`src/can_gc_consts.vh`:
```
// Constants for the two-channel CAN global control block.
// Included by the design files; holds definitions only.
`ifndef CAN_GC_CONSTS_VH
`define CAN_GC_CONSTS_VH

// Register addresses on the CPU access port
`define CAN0_GLOBAL_CONTROL_ADDR 20'hf05c0
`define CAN0_BLOCK_TX_CONTROL_ADDR 20'hf05c6
`define CAN0_CLOCK_PRESCALER_ADDR 20'hf05ce
`define CAN1_GLOBAL_CONTROL_ADDR 20'hf0340
`define CAN1_CLOCK_PRESCALER_ADDR 20'hf0342
`define CAN1_BLOCK_TX_CONTROL_ADDR 20'hf0346
`define PERIPHERAL_CLOCK_SELECT_ADDR 20'hf00f0

// Reset values
`define GLOBAL_CONTROL_RST 16'h0000
`define CLOCK_PRESCALER_RST 4'hf
`define BLOCK_TX_CONTROL_RST 16'h0000
`define PERIPHERAL_CLOCK_SELECT_RST 8'h00

// Global control fields
`define GC_BUF_ACCESS_BIT 15
`define GC_SET_SHUTDOWN_BIT 9
`define GC_SET_OPERATE_BIT 8
`define GC_SHUTDOWN_BIT 1
`define GC_OPERATE_BIT 0
`define GC_CLR_OPERATE_BIT 0

// Block transmission control fields
`define BT_SET_CLEAR_BIT 9
`define BT_CLEAR_STATUS_BIT 1
`define BT_RUNNING_BIT 0

// Peripheral clock select: per channel n, enable at 2n, choice at 2n+1
`define PCS_ENABLE_OFS 0
`define PCS_CHOICE_OFS 1

// Prescaler field width
`define PRESCALER_W 4

`endif

```
`src/set_clear_merge.v`:
```
// Set/clear write encoding for one group of control bits.
// Pure combinational; the caller decides when the result is stored.
`timescale 1ns/1ps
module set_clear_merge #(
  parameter W = 8
) (
  // Current value and write request halves
  input wire [W-1:0] cur,
  input wire [W-1:0] set,
  input wire [W-1:0] clr,
  // Value after the write
  output wire [W-1:0] nxt
);
  // Set only gives 1, clear only gives 0, both or neither keeps the bit
  assign nxt = (set & ~clr) | (cur & ~(set ^ clr));
endmodule

```
`src/clock_prescaler.v`:
```
// Divides the channel input clock into a module system clock tick.
// Counts only while the channel clock is supplied; one clock domain.
`timescale 1ns/1ps
`include "can_gc_consts.vh"
module clock_prescaler #(
  parameter W = `PRESCALER_W
) (
  // Clock and reset
  input wire clk,
  input wire rst,
  // Control
  input wire run,
  input wire [W-1:0] div,
  // One-cycle tick every div+1 input clocks
  output reg tick
);
  reg [W-1:0] cnt_q;

  always @(posedge clk) begin
    if (rst || !run) begin
      cnt_q <= {W{1'b0}};
      tick <= 1'b0;
    end else if (cnt_q >= div) begin
      cnt_q <= {W{1'b0}};
      tick <= 1'b1;
    end else begin
      cnt_q <= cnt_q + {{(W-1){1'b0}}, 1'b1};
      tick <= 1'b0;
    end
  end
endmodule

```
`src/can_global_control.v`:
```
// Global control registers of a two-channel CAN controller: clock select,
// operation enable, buffer access gating, forced shutdown, prescaler and
// block transmission status. Runs in the single CLOCK domain; the CPU access
// port and all status inputs are synchronous to CLOCK.
`timescale 1ns/1ps
`include "can_gc_consts.vh"
module can_global_control #(
  parameter NCH = 2,
  parameter AW = 20
) (
  // Clock and reset
  input wire CLOCK,
  input wire SYS_RST,
  // CPU register access
  input wire [AW-1:0] ADDR,
  input wire [15:0] WDATA,
  input wire WR,
  input wire RD,
  output reg [15:0] RDATA,
  // Channel state from the protocol core
  input wire [NCH-1:0] INIT_MODE,
  input wire [NCH-1:0] SLEEP_STOP,
  input wire [NCH-1:0] BLK_TX_RUNNING,
  input wire [NCH-1:0] BLK_CLEAR_DONE,
  // Channel clock control
  output wire [NCH-1:0] CLK_RUN,
  output wire [NCH-1:0] CLK_FROM_PERIPH,
  output wire [NCH-1:0] CHAN_REG_EN,
  output wire [NCH-1:0] SYSCLK_TICK,
  // Channel operation control
  output wire [NCH-1:0] MODULE_ENABLE,
  output wire [NCH-1:0] BUF_ACCESS_EN,
  output wire [NCH-1:0] BLK_CLEAR_REQ,
  output wire [NCH-1:0] FORCED_SHUTDOWN
);
  // Shared state and decode
  reg [7:0] clk_sel_q;
  reg [15:0] rdata_d;
  wire any_access;
  wire hit_sel;
  wire [NCH-1:0] hit_ctl;
  wire [NCH-1:0] hit_cs;
  wire [NCH-1:0] hit_blk;
  wire [16*NCH-1:0] rd_words;
  integer k;

  // Any access, to any address, ends a pending shutdown arm
  assign any_access = WR | RD;
  assign hit_sel = (ADDR == `PERIPHERAL_CLOCK_SELECT_ADDR);

  // Peripheral clock select, written as a byte
  always @(posedge CLOCK) begin
    if (SYS_RST) begin
      clk_sel_q <= `PERIPHERAL_CLOCK_SELECT_RST;
    end else if (WR && hit_sel) begin
      clk_sel_q <= WDATA[7:0];
    end
  end

  genvar i;
  generate
    for (i = 0; i < NCH; i = i + 1) begin : g_ch
      // Per-channel control state
      reg operate_q;
      reg operate_d;
      reg shut_arm_q;
      reg shut_arm_d;
      reg buf_ok_q;
      reg buf_ok_d;
      reg sleep_prev_q;
      reg eng_clr_q;
      reg eng_clr_d;
      reg shut_pulse_q;
      reg shut_pulse_d;
      reg [`PRESCALER_W-1:0] presc_q;
      reg [15:0] rd_word_d;
      wire en;
      wire operate_sc;
      wire clear_req;
      wire clear_ok;
      wire op_fall;
      wire op_rise;
      wire sleep_enter;
      wire sleep_leave;
      wire wr_ctl;
      wire rd_ctl;
      wire wr_cs;
      wire rd_cs;
      wire wr_blk;
      wire rd_blk;
      wire [AW-1:0] a_ctl;
      wire [AW-1:0] a_cs;
      wire [AW-1:0] a_blk;

      assign en = clk_sel_q[2*i+`PCS_ENABLE_OFS];
      assign a_ctl = (i == 0) ? `CAN0_GLOBAL_CONTROL_ADDR : `CAN1_GLOBAL_CONTROL_ADDR;
      assign a_cs = (i == 0) ? `CAN0_CLOCK_PRESCALER_ADDR : `CAN1_CLOCK_PRESCALER_ADDR;
      assign a_blk = (i == 0) ? `CAN0_BLOCK_TX_CONTROL_ADDR : `CAN1_BLOCK_TX_CONTROL_ADDR;

      // Channel registers only answer while the channel clock runs
      assign hit_ctl[i] = (ADDR == a_ctl) & en;
      assign hit_cs[i] = (ADDR == a_cs) & en;
      assign hit_blk[i] = (ADDR == a_blk) & en;

      // Access qualifiers per register
      assign wr_ctl = WR & hit_ctl[i];
      assign rd_ctl = RD & hit_ctl[i];
      assign wr_cs = WR & hit_cs[i];
      assign rd_cs = RD & hit_cs[i];
      assign wr_blk = WR & hit_blk[i];
      assign rd_blk = RD & hit_blk[i];

      // Clock supply and status outputs
      assign CLK_RUN[i] = en;
      assign CLK_FROM_PERIPH[i] = en & clk_sel_q[2*i+`PCS_CHOICE_OFS];
      assign CHAN_REG_EN[i] = en;
      assign MODULE_ENABLE[i] = operate_q;
      assign BUF_ACCESS_EN[i] = buf_ok_q;
      assign BLK_CLEAR_REQ[i] = eng_clr_q;
      assign FORCED_SHUTDOWN[i] = shut_pulse_q;

      // Operate enable uses the paired set/clear encoding
      set_clear_merge #(
        .W(1)
      ) u_operate (
        .cur(operate_q),
        .set(WDATA[`GC_SET_OPERATE_BIT]),
        .clr(WDATA[`GC_CLR_OPERATE_BIT]),
        .nxt(operate_sc)
      );

      // A lone clear is only taken in initialization or as the shutdown step
      assign clear_req = WDATA[`GC_CLR_OPERATE_BIT] & ~WDATA[`GC_SET_OPERATE_BIT];
      assign clear_ok = INIT_MODE[i] | shut_arm_q;
      assign op_fall = operate_q & ~operate_d;
      assign op_rise = ~operate_q & operate_d;
      assign sleep_enter = SLEEP_STOP[i] & ~sleep_prev_q;
      assign sleep_leave = ~SLEEP_STOP[i] & sleep_prev_q;

      clock_prescaler #(
        .W(`PRESCALER_W)
      ) u_presc (
        .clk(CLOCK),
        .rst(SYS_RST),
        .run(en),
        .div(presc_q),
        .tick(SYSCLK_TICK[i])
      );

      // Operate enable next value
      always @* begin
        operate_d = operate_q;
        if (wr_ctl) begin
          if (clear_req && !clear_ok) begin
            operate_d = operate_q;
          end else begin
            operate_d = operate_sc;
          end
        end
      end

      // Shutdown arm lasts exactly one following access
      always @* begin
        shut_arm_d = shut_arm_q;
        shut_pulse_d = 1'b0;
        if (wr_ctl) begin
          shut_pulse_d = shut_arm_q & op_fall;
        end
        if (wr_ctl && WDATA[`GC_SET_SHUTDOWN_BIT]) begin
          shut_arm_d = 1'b1;
        end else if (any_access) begin
          shut_arm_d = 1'b0;
        end
      end

      // Buffer access follows operate enable and sleep/stop transitions
      always @* begin
        buf_ok_d = buf_ok_q;
        if (op_fall || sleep_enter) begin
          buf_ok_d = 1'b0;
        end else if (op_rise || (sleep_leave && operate_q)) begin
          buf_ok_d = 1'b1;
        end
      end

      // A new clear request wins over a completion in the same cycle
      always @* begin
        eng_clr_d = eng_clr_q;
        if (wr_blk && WDATA[`BT_SET_CLEAR_BIT]) begin
          eng_clr_d = 1'b1;
        end else if (BLK_CLEAR_DONE[i]) begin
          eng_clr_d = 1'b0;
        end
      end

      always @(posedge CLOCK) begin
        if (SYS_RST) begin
          operate_q <= 1'b0;
          shut_arm_q <= 1'b0;
          buf_ok_q <= 1'b0;
          sleep_prev_q <= 1'b0;
          eng_clr_q <= 1'b0;
          shut_pulse_q <= 1'b0;
        end else begin
          operate_q <= operate_d;
          shut_arm_q <= shut_arm_d;
          buf_ok_q <= buf_ok_d;
          sleep_prev_q <= SLEEP_STOP[i];
          eng_clr_q <= eng_clr_d;
          shut_pulse_q <= shut_pulse_d;
        end
      end

      // Prescaler field register
      always @(posedge CLOCK) begin
        if (SYS_RST) begin
          presc_q <= `CLOCK_PRESCALER_RST;
        end else if (wr_cs) begin
          presc_q <= WDATA[`PRESCALER_W-1:0];
        end
      end

      // Read word; the buffer access flag is a read-only status
      always @* begin
        case ({rd_blk, rd_cs, rd_ctl})
          3'b001: begin
            rd_word_d = {buf_ok_q, 13'h0000, shut_arm_q, operate_q};
          end
          3'b010: begin
            rd_word_d = {12'h000, presc_q};
          end
          3'b100: begin
            rd_word_d = {14'h0000, eng_clr_q, BLK_TX_RUNNING[i]};
          end
          default: begin
            rd_word_d = 16'h0000;
          end
        endcase
      end

      assign rd_words[16*i +: 16] = rd_word_d;
    end
  endgenerate

  // Read data, one cycle after the read strobe; unmapped reads give zero
  always @* begin
    rdata_d = {16{RD & hit_sel}} & {8'h00, clk_sel_q};
    for (k = 0; k < NCH; k = k + 1) begin
      rdata_d = rdata_d | rd_words[16*k +: 16];
    end
  end

  always @(posedge CLOCK) begin
    if (SYS_RST) begin
      RDATA <= 16'h0000;
    end else if (RD) begin
      RDATA <= rdata_d;
    end
  end
endmodule

```
`config.mk`:
```
export PLATFORM = sky130hd
export DESIGN_NAME = can_global_control
export DESIGN_NICKNAME = d
export VERILOG_FILES = /design/src/set_clear_merge.v /design/src/clock_prescaler.v /design/src/can_global_control.v
export VERILOG_INCLUDE_DIRS = /design/src /design/src/src
export SDC_FILE = /design/constraint.sdc
export NUM_CORES = 1
export LEC_CHECK = 0
export ABC_CLOCK_PERIOD_IN_PS = 2480
export BUFFER_PORTS_ARGS = -buffer_cell sky130_fd_sc_hd__buf_4
export CAP_MARGIN = 20
export CORE_MARGIN = 2
export CORE_UTILIZATION = 56
export DETAILED_ROUTE_END_ITERATION = 10
export HOLD_SLACK_MARGIN = 0.02
export PLACE_DENSITY = 0.86
export SLEW_MARGIN = 20
export SYNTH_ARGS = -nofsm -noshare
export SYNTH_HDL_FRONTEND = slang
export SYNTH_SLANG_ARGS = --single-unit
```
`constraint.sdc`:
```
create_clock -name CLOCK -period 2.48 [get_ports CLOCK]
set_input_delay 0.124 -clock CLOCK [delete_from_list [all_inputs] [get_ports CLOCK]]
set_output_delay 0.124 -clock CLOCK [all_outputs]
set_load 0.02 [all_outputs]
```
### After elaboration in Yosys (flattened, before gate mapping)

Index checks and enable logic that the tools add are counted.

| word-level totals | value |
|---|---|
| flip-flop bits (word level) | 54 |
| bits in latches | 0 |
| memory bits (writable) | 0 |
| memory bits (read-only) | 0 |
| bits of input ports | 48 |
| output and inout port bits | 32 |
| logic and storage cells | 138 |
| memories | 0 |

| operators by class | value |
|---|---|
| add/subtract/negate cells | 2 |
| multiply operators | 0 |
| div/mod/pow operators | 0 |
| $lt $le $gt $ge | 2 |
| equality and inequality tests | 13 |
| shifts and indexed selects | 0 |
| muxes and demuxes | 15 |
| bitwise logic cells | 57 |
| reductions and logical operators | 29 |

Operators with widths:

| cell | number |
|---|---|
| $eq A20 B20 Y1 const B | 7 |
| $pmux W16 S3 | 2 |
| $and A1 B1 Y1 | 35 |
| $or A16 B16 Y16 | 2 |
| $and A16 B8 Y16 | 1 |
| $mux W1 | 13 |
| $not A1 Y1 | 13 |
| $reduce_or A2 Y1 | 6 |
| $logic_and A1 B1 Y1 | 9 |
| $add A4 B1 Y4 const B | 2 |
| $ge A4 B4 Y1 | 2 |
| $reduce_bool A2 Y1 | 4 |
| $eq A3 B1 Y1 const B | 2 |
| $eq A3 B2 Y1 const B | 2 |
| $eq A3 B3 Y1 const B | 2 |
| $logic_or A1 B1 Y1 | 6 |
| $or A1 B1 Y1 | 5 |
| $logic_not A1 Y1 | 4 |
| $xor A1 B1 Y1 | 1 |

### Logic depth before layout (Yosys ltp)

Gate-level depths: netlist (run 1).

| logic depth | value |
|---|---|
| depth after elaboration | 10 |
| mapped depth | 7 |
| mapped depth without buffers | 7 |

### Modules after synthesis

Synthesis (run 1) repeated with hierarchy kept, for this count alone.

| unflattened totals | value |
|---|---|
| cells, all modules | 297 |
| area, all modules | 2582.5 um^2 |

Modules (own cells, without submodules):

| module | times used | cells each | area an instance (um^2) | sequential area each (um^2) |
|---|---|---|---|---|
| can_global_control | 1 | 235 | 1994.4 | 740.7 |
| clock_prescaler | 2 | 28 | 270.3 | 100.1 |
| set_clear_merge | 2 | 3 | 23.8 | 0.0 |

### Worst setup path after synthesis (run 1)

Ideal clock, no wire load.

| path | value |
|---|---|
| path type | register to register |
| start | register g_ch[1].u_presc.cnt_q[0] |
| end | register g_ch[1].u_presc.cnt_q[2] |
| setup time | 64 ps |
| data arrival time | 1517 ps |
| required time | 2416 ps |
| path slack | 899 ps |
| cell stages (with the launch flop) | 8 |
| path buffers | 0 |
| period minus slack after synthesis | 1581 ps |
| cell sequence | dfxtp_1 -> inv_1 -> ha_1 -> nand2b_1 -> a21o_1 -> a21o_1 -> a211o_1 -> nor2_1 |

| between the ends | value |
|---|---|
| longest elaborated chain between the ends | 2 |
| elaborated cells between the ends (all ways) | 3 |
| those cells by class | 1 x add/sub; 1 x order compare; 1 x reduce/logical |

RTL lines:

| what | line | text |
|---|---|---|
| start: declaration | clock_prescaler.v:17 | `reg [W-1:0] cnt_q;` |
| start signal: assignment | clock_prescaler.v:21 | `cnt_q <= {W{1'b0}};` |
| start signal: assignment | clock_prescaler.v:24 | `cnt_q <= {W{1'b0}};` |
| start signal: assignment | clock_prescaler.v:27 | `cnt_q <= cnt_q + {{(W-1){1'b0}}, 1'b1};` |
| $ge A4 B4 Y1 | clock_prescaler.v:23 | `end else if (cnt_q >= div) begin` |
| $reduce_or A2 Y1 (no source line) | - |  |

Parallel ways exist; a longest one is shown, timed or not.
A chain may end at the register's enable or synchronous reset.

### Final worst setup path (run 1)

| path | value |
|---|---|
| start | register clk_sel_q[0] |
| end | register g_ch[0].buf_ok_q |

| between the ends | value |
|---|---|
| longest elaborated chain between the ends | 7 |
| elaborated cells between the ends (all ways) | 9 |
| those cells by class | 1 x mux; 5 x bitwise; 3 x reduce/logical |

RTL lines:

| what | line | text |
|---|---|---|
| start: declaration | can_global_control.v:37 | `reg [7:0] clk_sel_q;` |
| start signal: assignment | can_global_control.v:54 | `` clk_sel_q <= `PERIPHERAL_CLOCK_SELECT_RST; `` |
| start signal: assignment | can_global_control.v:56 | `clk_sel_q <= WDATA[7:0];` |
| $and A1 B1 Y1 * | can_global_control.v:101 | `assign hit_ctl[i] = (ADDR == a_ctl) & en;` |
| $and A1 B1 Y1 * | can_global_control.v:106 | `assign wr_ctl = WR & hit_ctl[i];` |
| $mux W1 * | can_global_control.v:153 | `if (wr_ctl) begin` |
| $not A1 Y1 | can_global_control.v:135 | `assign op_fall = operate_q & ~operate_d;` |
| $and A1 B1 Y1 | can_global_control.v:135 |  |
| $logic_or A1 B1 Y1 | can_global_control.v:179 | `if (op_fall \|\| sleep_enter) begin` |
| $reduce_or A2 Y1 (no source line) | - |  |
| end signal: assignment | can_global_control.v:207 | `buf_ok_q <= buf_ok_d;` |
| end: declaration | can_global_control.v:68 | `reg buf_ok_q;` |

Every way passes the cells marked *; elsewhere a longest branch is shown, timed or not.

==> flow_metrics.py, run 1 <==
metrics = {
    "status": {
        "status": "completed",
    },
    "timing": {
        "rsz0062_at_grt": "no",
        "setup_viol": 0,
        "setup-tns-final_ns": 0,
        "fin_crit_sh": 0.710,
        "hold_viol_final": 0,
        "clock_skew_ns": 0.00682,
        "layout_min_cycle_time_ns": 1.76,
        "slew_violations": 0,
        "tightestPinTransition_ns": 0.615,
        "fmax_mhz": 568,
        "slew_headroom": 0.587,
    },
    "cells_and_area": {
        "n_antenna_cell": 0,
        "multi_input_area_um2": 1430,
        "fin_area_um2": 3140,
        "final_core_util": 0.674,
        "final_nets": 417,
        "seqCellArea_um2": 941,
        "areaGrowthSynthToFinish_pct": 17.5,
        "layout-drive-gt1-share": 0.263,
        "nFillCells": 384,
    },
    "floorplan": {
        "die_w_um": 73.1,
        "ios": 80,
        "rows": 25,
        "core_um2": 4660,
        "die_h_um": 73.1,
        "die-area_um2": 5340,
        "start_util": 0.574,
    },
    "synthesis": {
        "synth_cells": 302,
        "yosysUniqueCellTypes": 53,
        "synth_top_area_cell": "dfxtp_1",
        "netlist_area_um2": 2670,
        "ys_seq_area_frac": 0.352,
        "synth-edff-count": 0,
        "synth_seq_cells": 47,
        "synth-main-ff-cell": "dfxtp_1",
        "synth_area_leaders": "dfxtp_1 (35%), buf_4 (5.9%), nor2_1 (5.9%), ha_1 (5.6%), mux2i_1 (4.9%)",
        "synthArstFlopShare": 0,
        "yosysWarnings": 0,
        "syn_area_per_cell_um2": 8.85,
        "netlist.area_leader.share": 0.352,
    },
    "route": {
        "drt-wirelength-per-cell_um": 14.5,
        "vias": 2272,
        "drt_iter0_drc": 181,
        "wirelength_um": 5980,
        "via_per_inst": 5.51,
        "first_pass_iters": 4,
        "detail-route-antenna-nets": 0,
        "post-route-drc-count": 0,
    },
    "setup_path": {
        "path_class": "reg -> reg",
        "worst_ep_required_time_ns": 2.69,
        "cp.arrival_ns": 1.97,
        "start_kind": "register",
        "cp-end-kind": "register",
        "path_max_fanout": 7,
    },
    "clocking": {
        "cts.htree.levels": 2,
        "cts_tree": "built",
        "clock_latency_ns": 0.30,
        "clockBufferDepth": 2,
        "cts_sinks": 47,
        "path_clk_slew_ns": 0.09,
        "cts_buffers": 5,
        "cts_setup_buffers": 0,
        "hold_buffers": 0,
        "cts-resized-gates": 0,
        "cts-root-buf": "clkbuf_8",
    },
    "global_routing": {
        "met1_usage": 0.281,
        "grt_max_degree": 42,
        "gr-usage-met3": 0.0580,
        "grtUsageTotal": 0.243,
        "grt_pass1_wl_um": 10200,
        "grt-ovfl-total": 0,
        "antenna_found_initial": 0,
        "grtUsageMet2": 0.433,
        "busiest_layer": "met2",
        "grt_pass1_vias": 2281,
    },
    "place": {
        "portBuffers": 66,
        "placed_cell_area_um2": 3060,
        "finalWeightedCongestion": 0.938,
        "hpwl_um": 4490,
    },
    "worst_hold_path": {
        "hold_path.class": "in -> reg",
    },
    "flow_run": {
        "drv_cap": 0,
    },
    "power": {
        "ir_worst_vdd_v": 0.000271,
        "p_per_area_nw_per_um2": 435,
        "leakage_nw": 1.42,
    },
}
## stage by stage
stage	hold slack (ns)	worst slack [ns]	std cells	total power (W)
floorplan	0.256	0.899	308	0.000867
global placement	0.364	0.563	404	0.000926
detailed placement	0.369	0.427	404	0.000929
CTS	0.0574	0.733	412	0.00137
global route	0.0562	0.509	412	0.00143
finish	0.0586	0.720	412	0.00137
## placed cells by master, fill, tap and decap left out, drive strengths merged, types with 4 or more instances in the layout
master  Yosys  final
conb        1      7
nand2b     13     13
a211o       8      8
ha         12     12
nand2      12     12
nand3      21     21
buf        22     71
and2        4      4
dfxtp      47     47
nor4        5      5
a21oi      11     11
a21o        4      4
nand4      11     11
inv        22     22
clkbuf      6      6
mux2i      13     13
nor2       43     43
## state kept, by name, summed over array words and instances, names as in the netlist
register            cells
g_ch.operate_q          2
clk_sel_q               8
g_ch.buf_ok_q           2
g_ch.shut_arm_q         2
g_ch.u_presc.tick       2
g_ch.sleep_prev_q       2
g_ch.eng_clr_q          2
g_ch.shut_pulse_q       2
RDATA                   9
g_ch.u_presc.cnt_q      8
g_ch.presc_q            8
## final timing paths
kind                                           startpoint                            end  slack (ns)  cells past startpoint
worst max register to register  clk_sel_q[0]$_SDFFE_PP0P_  g_ch[0].buf_ok_q$_SDFFE_PP0P_        0.72                      5
worst min register to register      RDATA[7]$_SDFFE_PP0P_          RDATA[7]$_SDFFE_PP0P_        0.47                      2
worst max-delay path            clk_sel_q[0]$_SDFFE_PP0P_  g_ch[0].buf_ok_q$_SDFFE_PP0P_        0.72                      5
worst min-delay path                             WDATA[7]      clk_sel_q[7]$_SDFFE_PP0P_        0.06                      3
## Yosys cell counts, types with 2 or more instances
cell and count:
a31oi_1 2, nor4_4 3, clkbuf_8 3, nand2b_1 13, clkbuf_1 2, xnor2_1 2, buf_4 21, nand2_1 12
inv_1 22, a22oi_1 2, ha_1 12, nand3b_1 3, dfxtp_1 47, xor2_1 2, nor2b_1 3, and2_1 4
nor3_1 3, a211o_1 8, a21oi_1 11, nand4_1 11, nand3_1 21, nor2_1 42, mux2_2 3, mux2i_1 13
a21o_1 4, nor3b_1 3, a221o_1 2, a22o_1 2, and4_1 2
## layer usage
metal	wire, µm	vias up
met4	70	0
met3	366	10
met5	0	-
met2	3030	81
li1	-	1141
met1	2510	1040
## power breakdown
| part | switching, W | internal, W |
|---|---|---|
| Clock | 0.000257 | 0.000197 |
| Combinational | 0.0000821 | 0.0000706 |
| Sequential | 0.00000231 | 0.000758 |
## layout make-up
cell class	count	area share
multi-input cells	210	0.456
flip-flops and latches	47	0.300
repair buffers	71	0.170
inverters	22	0.0263
clock buffers	6	0.0231
well taps	54	0.0215
clock inverters	2	0.00398
## worst max-delay path, stage by stage, from the launching register on
cell and delay [ns]:
dfxtp_1 0.51, nand2_1 0.10, or2_2 0.29, a2111oi_2 0.38, nand2_1 0.14, a221oi_1 0.26
## logic make-up (layout without fill, tap and decap cells)
logic type / after synthesis / count (layout) / share of synthesized area
AND/OR/NAND/NOR: 132 / 132 / 0.284
buffers and inverters: 51 / 101 / 0.121
flip-flops: 47 / 47 / 0.352
AO/OA/AOI/OAI: 39 / 39 / 0.111
multiplexers: 16 / 16 / 0.0613
adder cells (fa/ha/maj): 12 / 12 / 0.0562
XOR/XNOR: 4 / 4 / 0.0131
other: 1 / 7 / 0.00140
Power figures use the tool's default switching activity.
==> inputs of run 2 (changes only) <==
- ABC_AREA: default -> 1
- ABC_CLOCK_PERIOD_IN_PS: 2480 -> 1500
- CORE_UTILIZATION: 56 -> 47
- PLACE_DENSITY: 0.86 -> 0.76
- clock period: 2.48 -> 1.5 ns (I/O delays scaled with it)
==> flow_metrics.py, run 2 <==
metrics = {
    "status": {
        "status": "completed",
    },
    "worst_hold_path": {
        "hold_path.class": "in -> reg",
    },
    "route": {
        "vias": 2641,
        "wirelength_um": 6840,
        "via_per_inst": 4.94,
        "first_pass_iters": 4,
        "post-route-drc-count": 0,
        "detail-route-antenna-nets": 0,
        "drt-wirelength-per-cell_um": 12.8,
        "drt_iter0_drc": 217,
    },
    "floorplan": {
        "start_util": 0.483,
        "die-area_um2": 6640,
        "die_w_um": 81.5,
        "core_um2": 5850,
        "rows": 28,
        "die_h_um": 81.5,
        "ios": 80,
    },
    "synthesis": {
        "yosysMostFrequentCell": "nand2_1",
        "netlist_area_um2": 2820,
        "yosysWarnings": 0,
        "synth-edff-count": 0,
        "synth_common_cells": "nand2_1 (65), inv_1 (61), nor2_1 (58)",
        "synth_seq_cells": 47,
        "synth_top_area_cell": "dfxtp_1",
        "netlist.area_leader.share": 0.333,
        "yosysUniqueCellTypes": 37,
        "ys_seq_area_frac": 0.333,
        "synthArstFlopShare": 0,
        "synth_cells": 396,
        "syn_area_per_cell_um2": 7.13,
        "synth-main-ff-cell": "dfxtp_1",
        "synth_area_leaders": "dfxtp_1 (33%), nand2_1 (8.6%), inv_1 (8.1%), nor2_1 (7.7%), buf_4 (6.1%)",
    },
    "timing": {
        "setup_slack_ns": 0.0728,
        "rsz0062_at_grt": "yes",
        "slew_violations": 0,
        "setup_viol": 0,
        "layout_min_cycle_time_ns": 1.43,
        "fmax_mhz": 701,
        "clock_skew_ns": 0.00587,
        "fin_crit_sh": 0.951,
        "hold_viol_final": 0,
    },
    "cells_and_area": {
        "areaGrowthSynthToFinish_pct": 24.7,
        "final_cells": 535,
        "regMostFlops": "RDATA",
        "largest_reg_flops": 9,
        "final_nets": 519,
        "final_common_cell": "buf_4",
        "mostFrequentLayoutCells": "buf_4 (76), nand2_1 (63), inv_1 (57), nor2_1 (57), dfxtp_1 (42)",
        "layout-drive-gt1-share": 0.289,
        "fin_area_um2": 3520,
        "n_antenna_cell": 0,
    },
    "clocking": {
        "cts_sinks": 47,
        "path_clk_slew_ns": 0.09,
        "cts.htree.levels": 2,
        "cts-root-buf": "clkbuf_8",
        "cts_buffers": 5,
        "clockBufferDepth": 2,
        "clock_latency_ns": 0.30,
        "cts_tree": "built",
    },
    "place": {
        "finalWeightedCongestion": 0.885,
        "hpwl_um": 5250,
        "post-place-cells": 519,
        "placed_cell_area_um2": 3280,
        "portBuffers": 66,
        "pre_cts_slack_ns": -0.0270,
    },
    "power": {
        "p_total_w": 0.00229,
        "p_per_area_nw_per_um2": 651,
        "leakage_nw": 1.75,
        "ir_worst_vdd_v": 0.000455,
    },
    "setup_path": {
        "slowest_delay_ns": 0.39,
        "path_class": "reg -> reg",
        "cpMaxStageDelayCell": "dfxtp_2",
        "path_cells": "nand3_1 -> nor2_1 -> nand3_2 -> inv_1 -> nand3_1 -> o22ai_2 -> inv_1 -> a21oi_1",
        "cp-end-kind": "register",
        "worst_ep_required_time_ns": 1.72,
        "path_max_fanout": 6,
        "crit_family": "simple AND/OR/NAND/NOR gates",
        "path_buf_inv": 2,
        "start_kind": "register",
        "cp.arrival_ns": 1.65,
    },
    "global_routing": {
        "grt_max_degree": 28,
        "grt-ovfl-total": 0,
        "antenna_found_initial": 0,
        "grtUsageTotal": 0.207,
        "grt_pass1_vias": 2428,
        "grt_pass1_wl_um": 10800,
    },
    "flow_run": {
        "drv_cap": 0,
    },
}
[run 2: report_power, final]
group	leakage [nW]	switching (W)	internal [W]	total [W]
registers	0.381	0.00000511	0.00126	0.00126
clock network	0.0412	0.000435	0.000327	0.000762
logic	1.33	0.000153	0.000118	0.000271
[run 2: per-layer routing]
metal / GRT usage / vias up / wire length [µm]
met3: 0.0374 / 9 / 416
met5: 0 / - / 0
li1: - / 1364 / -
met4: 0.0627 / 0 / 92
met2: 0.359 / 94 / 3390
met1: 0.262 / 1174 / 2940
[run 2: final timing paths]
check / start / end / slack (ns) / depth (start not counted)
max: clk_sel_q[0]$_SDFFE_PP0P_ / RDATA[3]$_SDFFE_PP0P_ / 0.07 / 8
min: BLK_CLEAR_DONE[1] / g_ch[1].eng_clr_q$_SDFFE_PP0P_ / 0.03 / 4
max reg2reg: clk_sel_q[0]$_SDFFE_PP0P_ / RDATA[3]$_SDFFE_PP0P_ / 0.07 / 8
min reg2reg: g_ch[0].u_presc.cnt_q[0]$_SDFF_PP0_ / g_ch[0].u_presc.cnt_q[0]$_SDFF_PP0_ / 0.46 / 1
[run 2: final cells by class]
type                       instances  area [µm²]
clock buffer                       6        72.6
clock inverter                     2        12.5
fill                             552        2330
inverter                          63         236
multi-input combinational        261        1540
sequential                        47         947
tap                               75        93.8
timing repair buffer              81         621
[run 2: stage by stage]
step | TNS, ns | hold WS [ns] | utilization
after floorplan | 0 | 0.210 | -
after global placement | 0 | 0.301 | 0.560
after detailed placement | -0.0682 | 0.318 | 0.560
after CTS | 0 | 0.0256 | 0.584
after global routing | -0.0720 | 0.0256 | 0.602
final | 0 | 0.0277 | 0.602
[run 2: cells by family after synthesis]
family                   Yosys count  synth area share
flip-flops                        47             0.333
other                              1           0.00133
AND/OR/NAND/NOR                  187             0.331
XOR/XNOR                           4            0.0124
AO/OA/AOI/OAI                     51             0.109
buffers and inverters             94             0.159
adder cells (fa/ha/maj)           12            0.0532
[run 2: what timing repair did]
| action | CTS | global route |
|---|---|---|
| setup buffers | 1 | 2 |
| endpoints found under the setup margin | 4 | 23 |
| gates resized for setup | 1 | 20 |
| pin swaps | 2 | 10 |
| hold buffers | 5 | 0 |
| cloned | 0 | 0 |
| endpoints found under the hold margin | 5 | 0 |
[run 2: worst register-to-register path: stages, from the launching register on]
cell	delay (ns)
dfxtp_2	0.39
nand3_1	0.08
nor2_1	0.16
nand3_2	0.14
inv_1	0.10
nand3_1	0.15
o22ai_2	0.15
inv_1	0.06
a21oi_1	0.14
==> inputs of run 3 (changes only) <==
- CORE_ASPECT_RATIO: default -> 0.8
- SLEW_MARGIN: 20 -> 30
==> flow_metrics.py, run 3 (synthesis gave the netlist of run 2 again) <==
metrics = {
    "power": {
        "p_per_area_nw_per_um2": 649,
        "ir_worst_vdd_v": 0.000394,
        "leakage_nw": 1.76,
    },
    "place": {
        "finalWeightedCongestion": 0.915,
        "hpwl_um": 5140,
        "portBuffers": 66,
    },
    "status": {
        "status": "completed",
    },
    "floorplan": {
        "die_h_um": 73.3,
        "die-area_um2": 6650,
        "start_util": 0.483,
        "core_um2": 5850,
        "ios": 80,
        "rows": 25,
        "die_w_um": 90.7,
    },
    "setup_path": {
        "path_max_fanout": 4,
        "path_class": "reg -> reg",
        "start_kind": "register",
        "path_cells": "inv_2 -> ha_4 -> inv_1 -> nor2_1 -> o211ai_1 -> nand3_1 -> nand3b_1 -> nor2_1",
        "cp.arrival_ns": 1.66,
        "path_buf_inv": 2,
        "slowest_delay_ns": 0.35,
        "cp-end-kind": "register",
        "cpMaxStageDelayCell": "dfxtp_2",
        "critPathMostFrequentCell": "nor2_1",
        "crit_family": "simple AND/OR/NAND/NOR gates",
        "worst_ep_required_time_ns": 1.75,
    },
    "timing": {
        "hold_viol_final": 0,
        "layout_min_cycle_time_ns": 1.40,
        "slew_violations": 0,
        "clock_skew_ns": 0.00988,
        "fmax_mhz": 712,
        "fin_crit_sh": 0.937,
        "rsz0062_at_grt": "yes",
        "setup_viol": 0,
        "setup-tns-final_ns": 0,
        "whs_ns": 0.0323,
    },
    "global_routing": {
        "grt_max_degree": 25,
        "grt-ovfl-total": 0,
        "grtUsageTotal": 0.206,
        "grt_pass1_vias": 2428,
        "grt_pass1_wl_um": 10900,
        "antenna_found_initial": 0,
    },
    "clocking": {
        "cts-root-buf": "clkbuf_8",
        "cts.htree.levels": 2,
        "path_clk_slew_ns": 0.09,
        "clock_latency_ns": 0.31,
        "clockBufferDepth": 2,
        "cts_sinks": 47,
        "cts_buffers": 5,
        "cts_tree": "built",
    },
    "worst_hold_path": {
        "hold_path.class": "in -> reg",
    },
    "route": {
        "via_per_inst": 4.92,
        "drt_iter0_drc": 165,
        "detail-route-antenna-nets": 0,
        "vias": 2670,
        "drt-wirelength-per-cell_um": 12.3,
        "wirelength_um": 6670,
        "first_pass_iters": 6,
        "post-route-drc-count": 0,
    },
    "flow_run": {
        "drv_cap": 0,
    },
    "cells_and_area": {
        "areaGrowthSynthToFinish_pct": 25.6,
        "final_nets": 521,
        "layout-drive-gt1-share": 0.277,
        "n_antenna_cell": 0,
        "largest_reg_flops": 9,
        "final_common_cell": "buf_4",
        "regMostFlops": "RDATA",
        "mostFrequentLayoutCells": "buf_4 (75), nand2_1 (64), inv_1 (58)",
    },
}
[run 3: layout make-up]
class / instances / area, µm²
clock buffer: 5 / 68.8
clock inverter: 3 / 18.8
fill: 539 / 2300
inverter: 63 / 236
multi-input combinational: 261 / 1520
sequential: 47 / 946
tap: 81 / 101
timing repair buffer: 83 / 653
[run 3: what timing repair did]
action / 4_1_cts / 5_1_grt
endpoints found under the hold margin: 7 / 0
setup endpoints to repair: 3 / 16
pin swaps: 4 / 7
gates resized for setup: 3 / 12
hold buffers: 7 / 0
buffers inserted: 0 / 3
[run 3: path summary, 6_finish.rpt]
| check | start | end | slack [ns] | depth (start not counted) |
|---|---|---|---|---|
| setup / recovery | g_ch[1].presc_q[1]$_SDFFE_PP1P_ | g_ch[1].u_presc.cnt_q[2]$_SDFF_PP0_ | 0.1 | 8 |
| hold / removal | BLK_CLEAR_DONE[1] | g_ch[1].eng_clr_q$_SDFFE_PP0P_ | 0.03 | 4 |
| setup reg to reg | g_ch[1].presc_q[1]$_SDFFE_PP1P_ | g_ch[1].u_presc.cnt_q[2]$_SDFF_PP0_ | 0.1 | 8 |
| hold reg to reg | g_ch[0].u_presc.cnt_q[0]$_SDFF_PP0_ | g_ch[0].u_presc.cnt_q[0]$_SDFF_PP0_ | 0.47 | 1 |
[run 3: metal layers]
layer / track usage / share of wire
met4: 0.0513 / 0.012
met5: 0 / 0
met2: 0.337 / 0.45
met1: 0.271 / 0.46
met3: 0.0585 / 0.076
[run 3: tightest hold or removal path, delay by kind of cell]
kind / cells / cell delay (ns)
AOI/OAI and AO/OA: 1 / 0.06
buffers and inverters: 2 / 0.11
and+or+nand+nor: 1 / 0.06
[run 3: metrics by stage]
| step | worst slack, ns | total power, W | utilization | instance area, µm² | instances |
|---|---|---|---|---|---|
| after global routing | -0.0478 | 0.00241 | 0.606 | 3550 | 543 |
| after floorplan | 0.125 | 0.00144 | - | 2850 | 402 |
| final | 0.0951 | 0.00230 | 0.606 | 3550 | 543 |
| after global placement | 0.0605 | 0.00154 | 0.563 | 3300 | 525 |
| after CTS | 0.0234 | 0.00232 | 0.593 | 3470 | 540 |
| after detailed placement | 0.0157 | 0.00155 | 0.563 | 3300 | 525 |
[run 3: where the power goes]
group | internal (W) | total, W | leakage, nW | switching [W]
combinational | 0.000122 | 0.000275 | 1.34 | 0.000152
sequential | 0.00126 | 0.00126 | 0.380 | 0.00000478
clock | 0.000328 | 0.000767 | 0.0483 | 0.000438
total | 0.00171 | 0.00230 | 1.76 | 0.000595
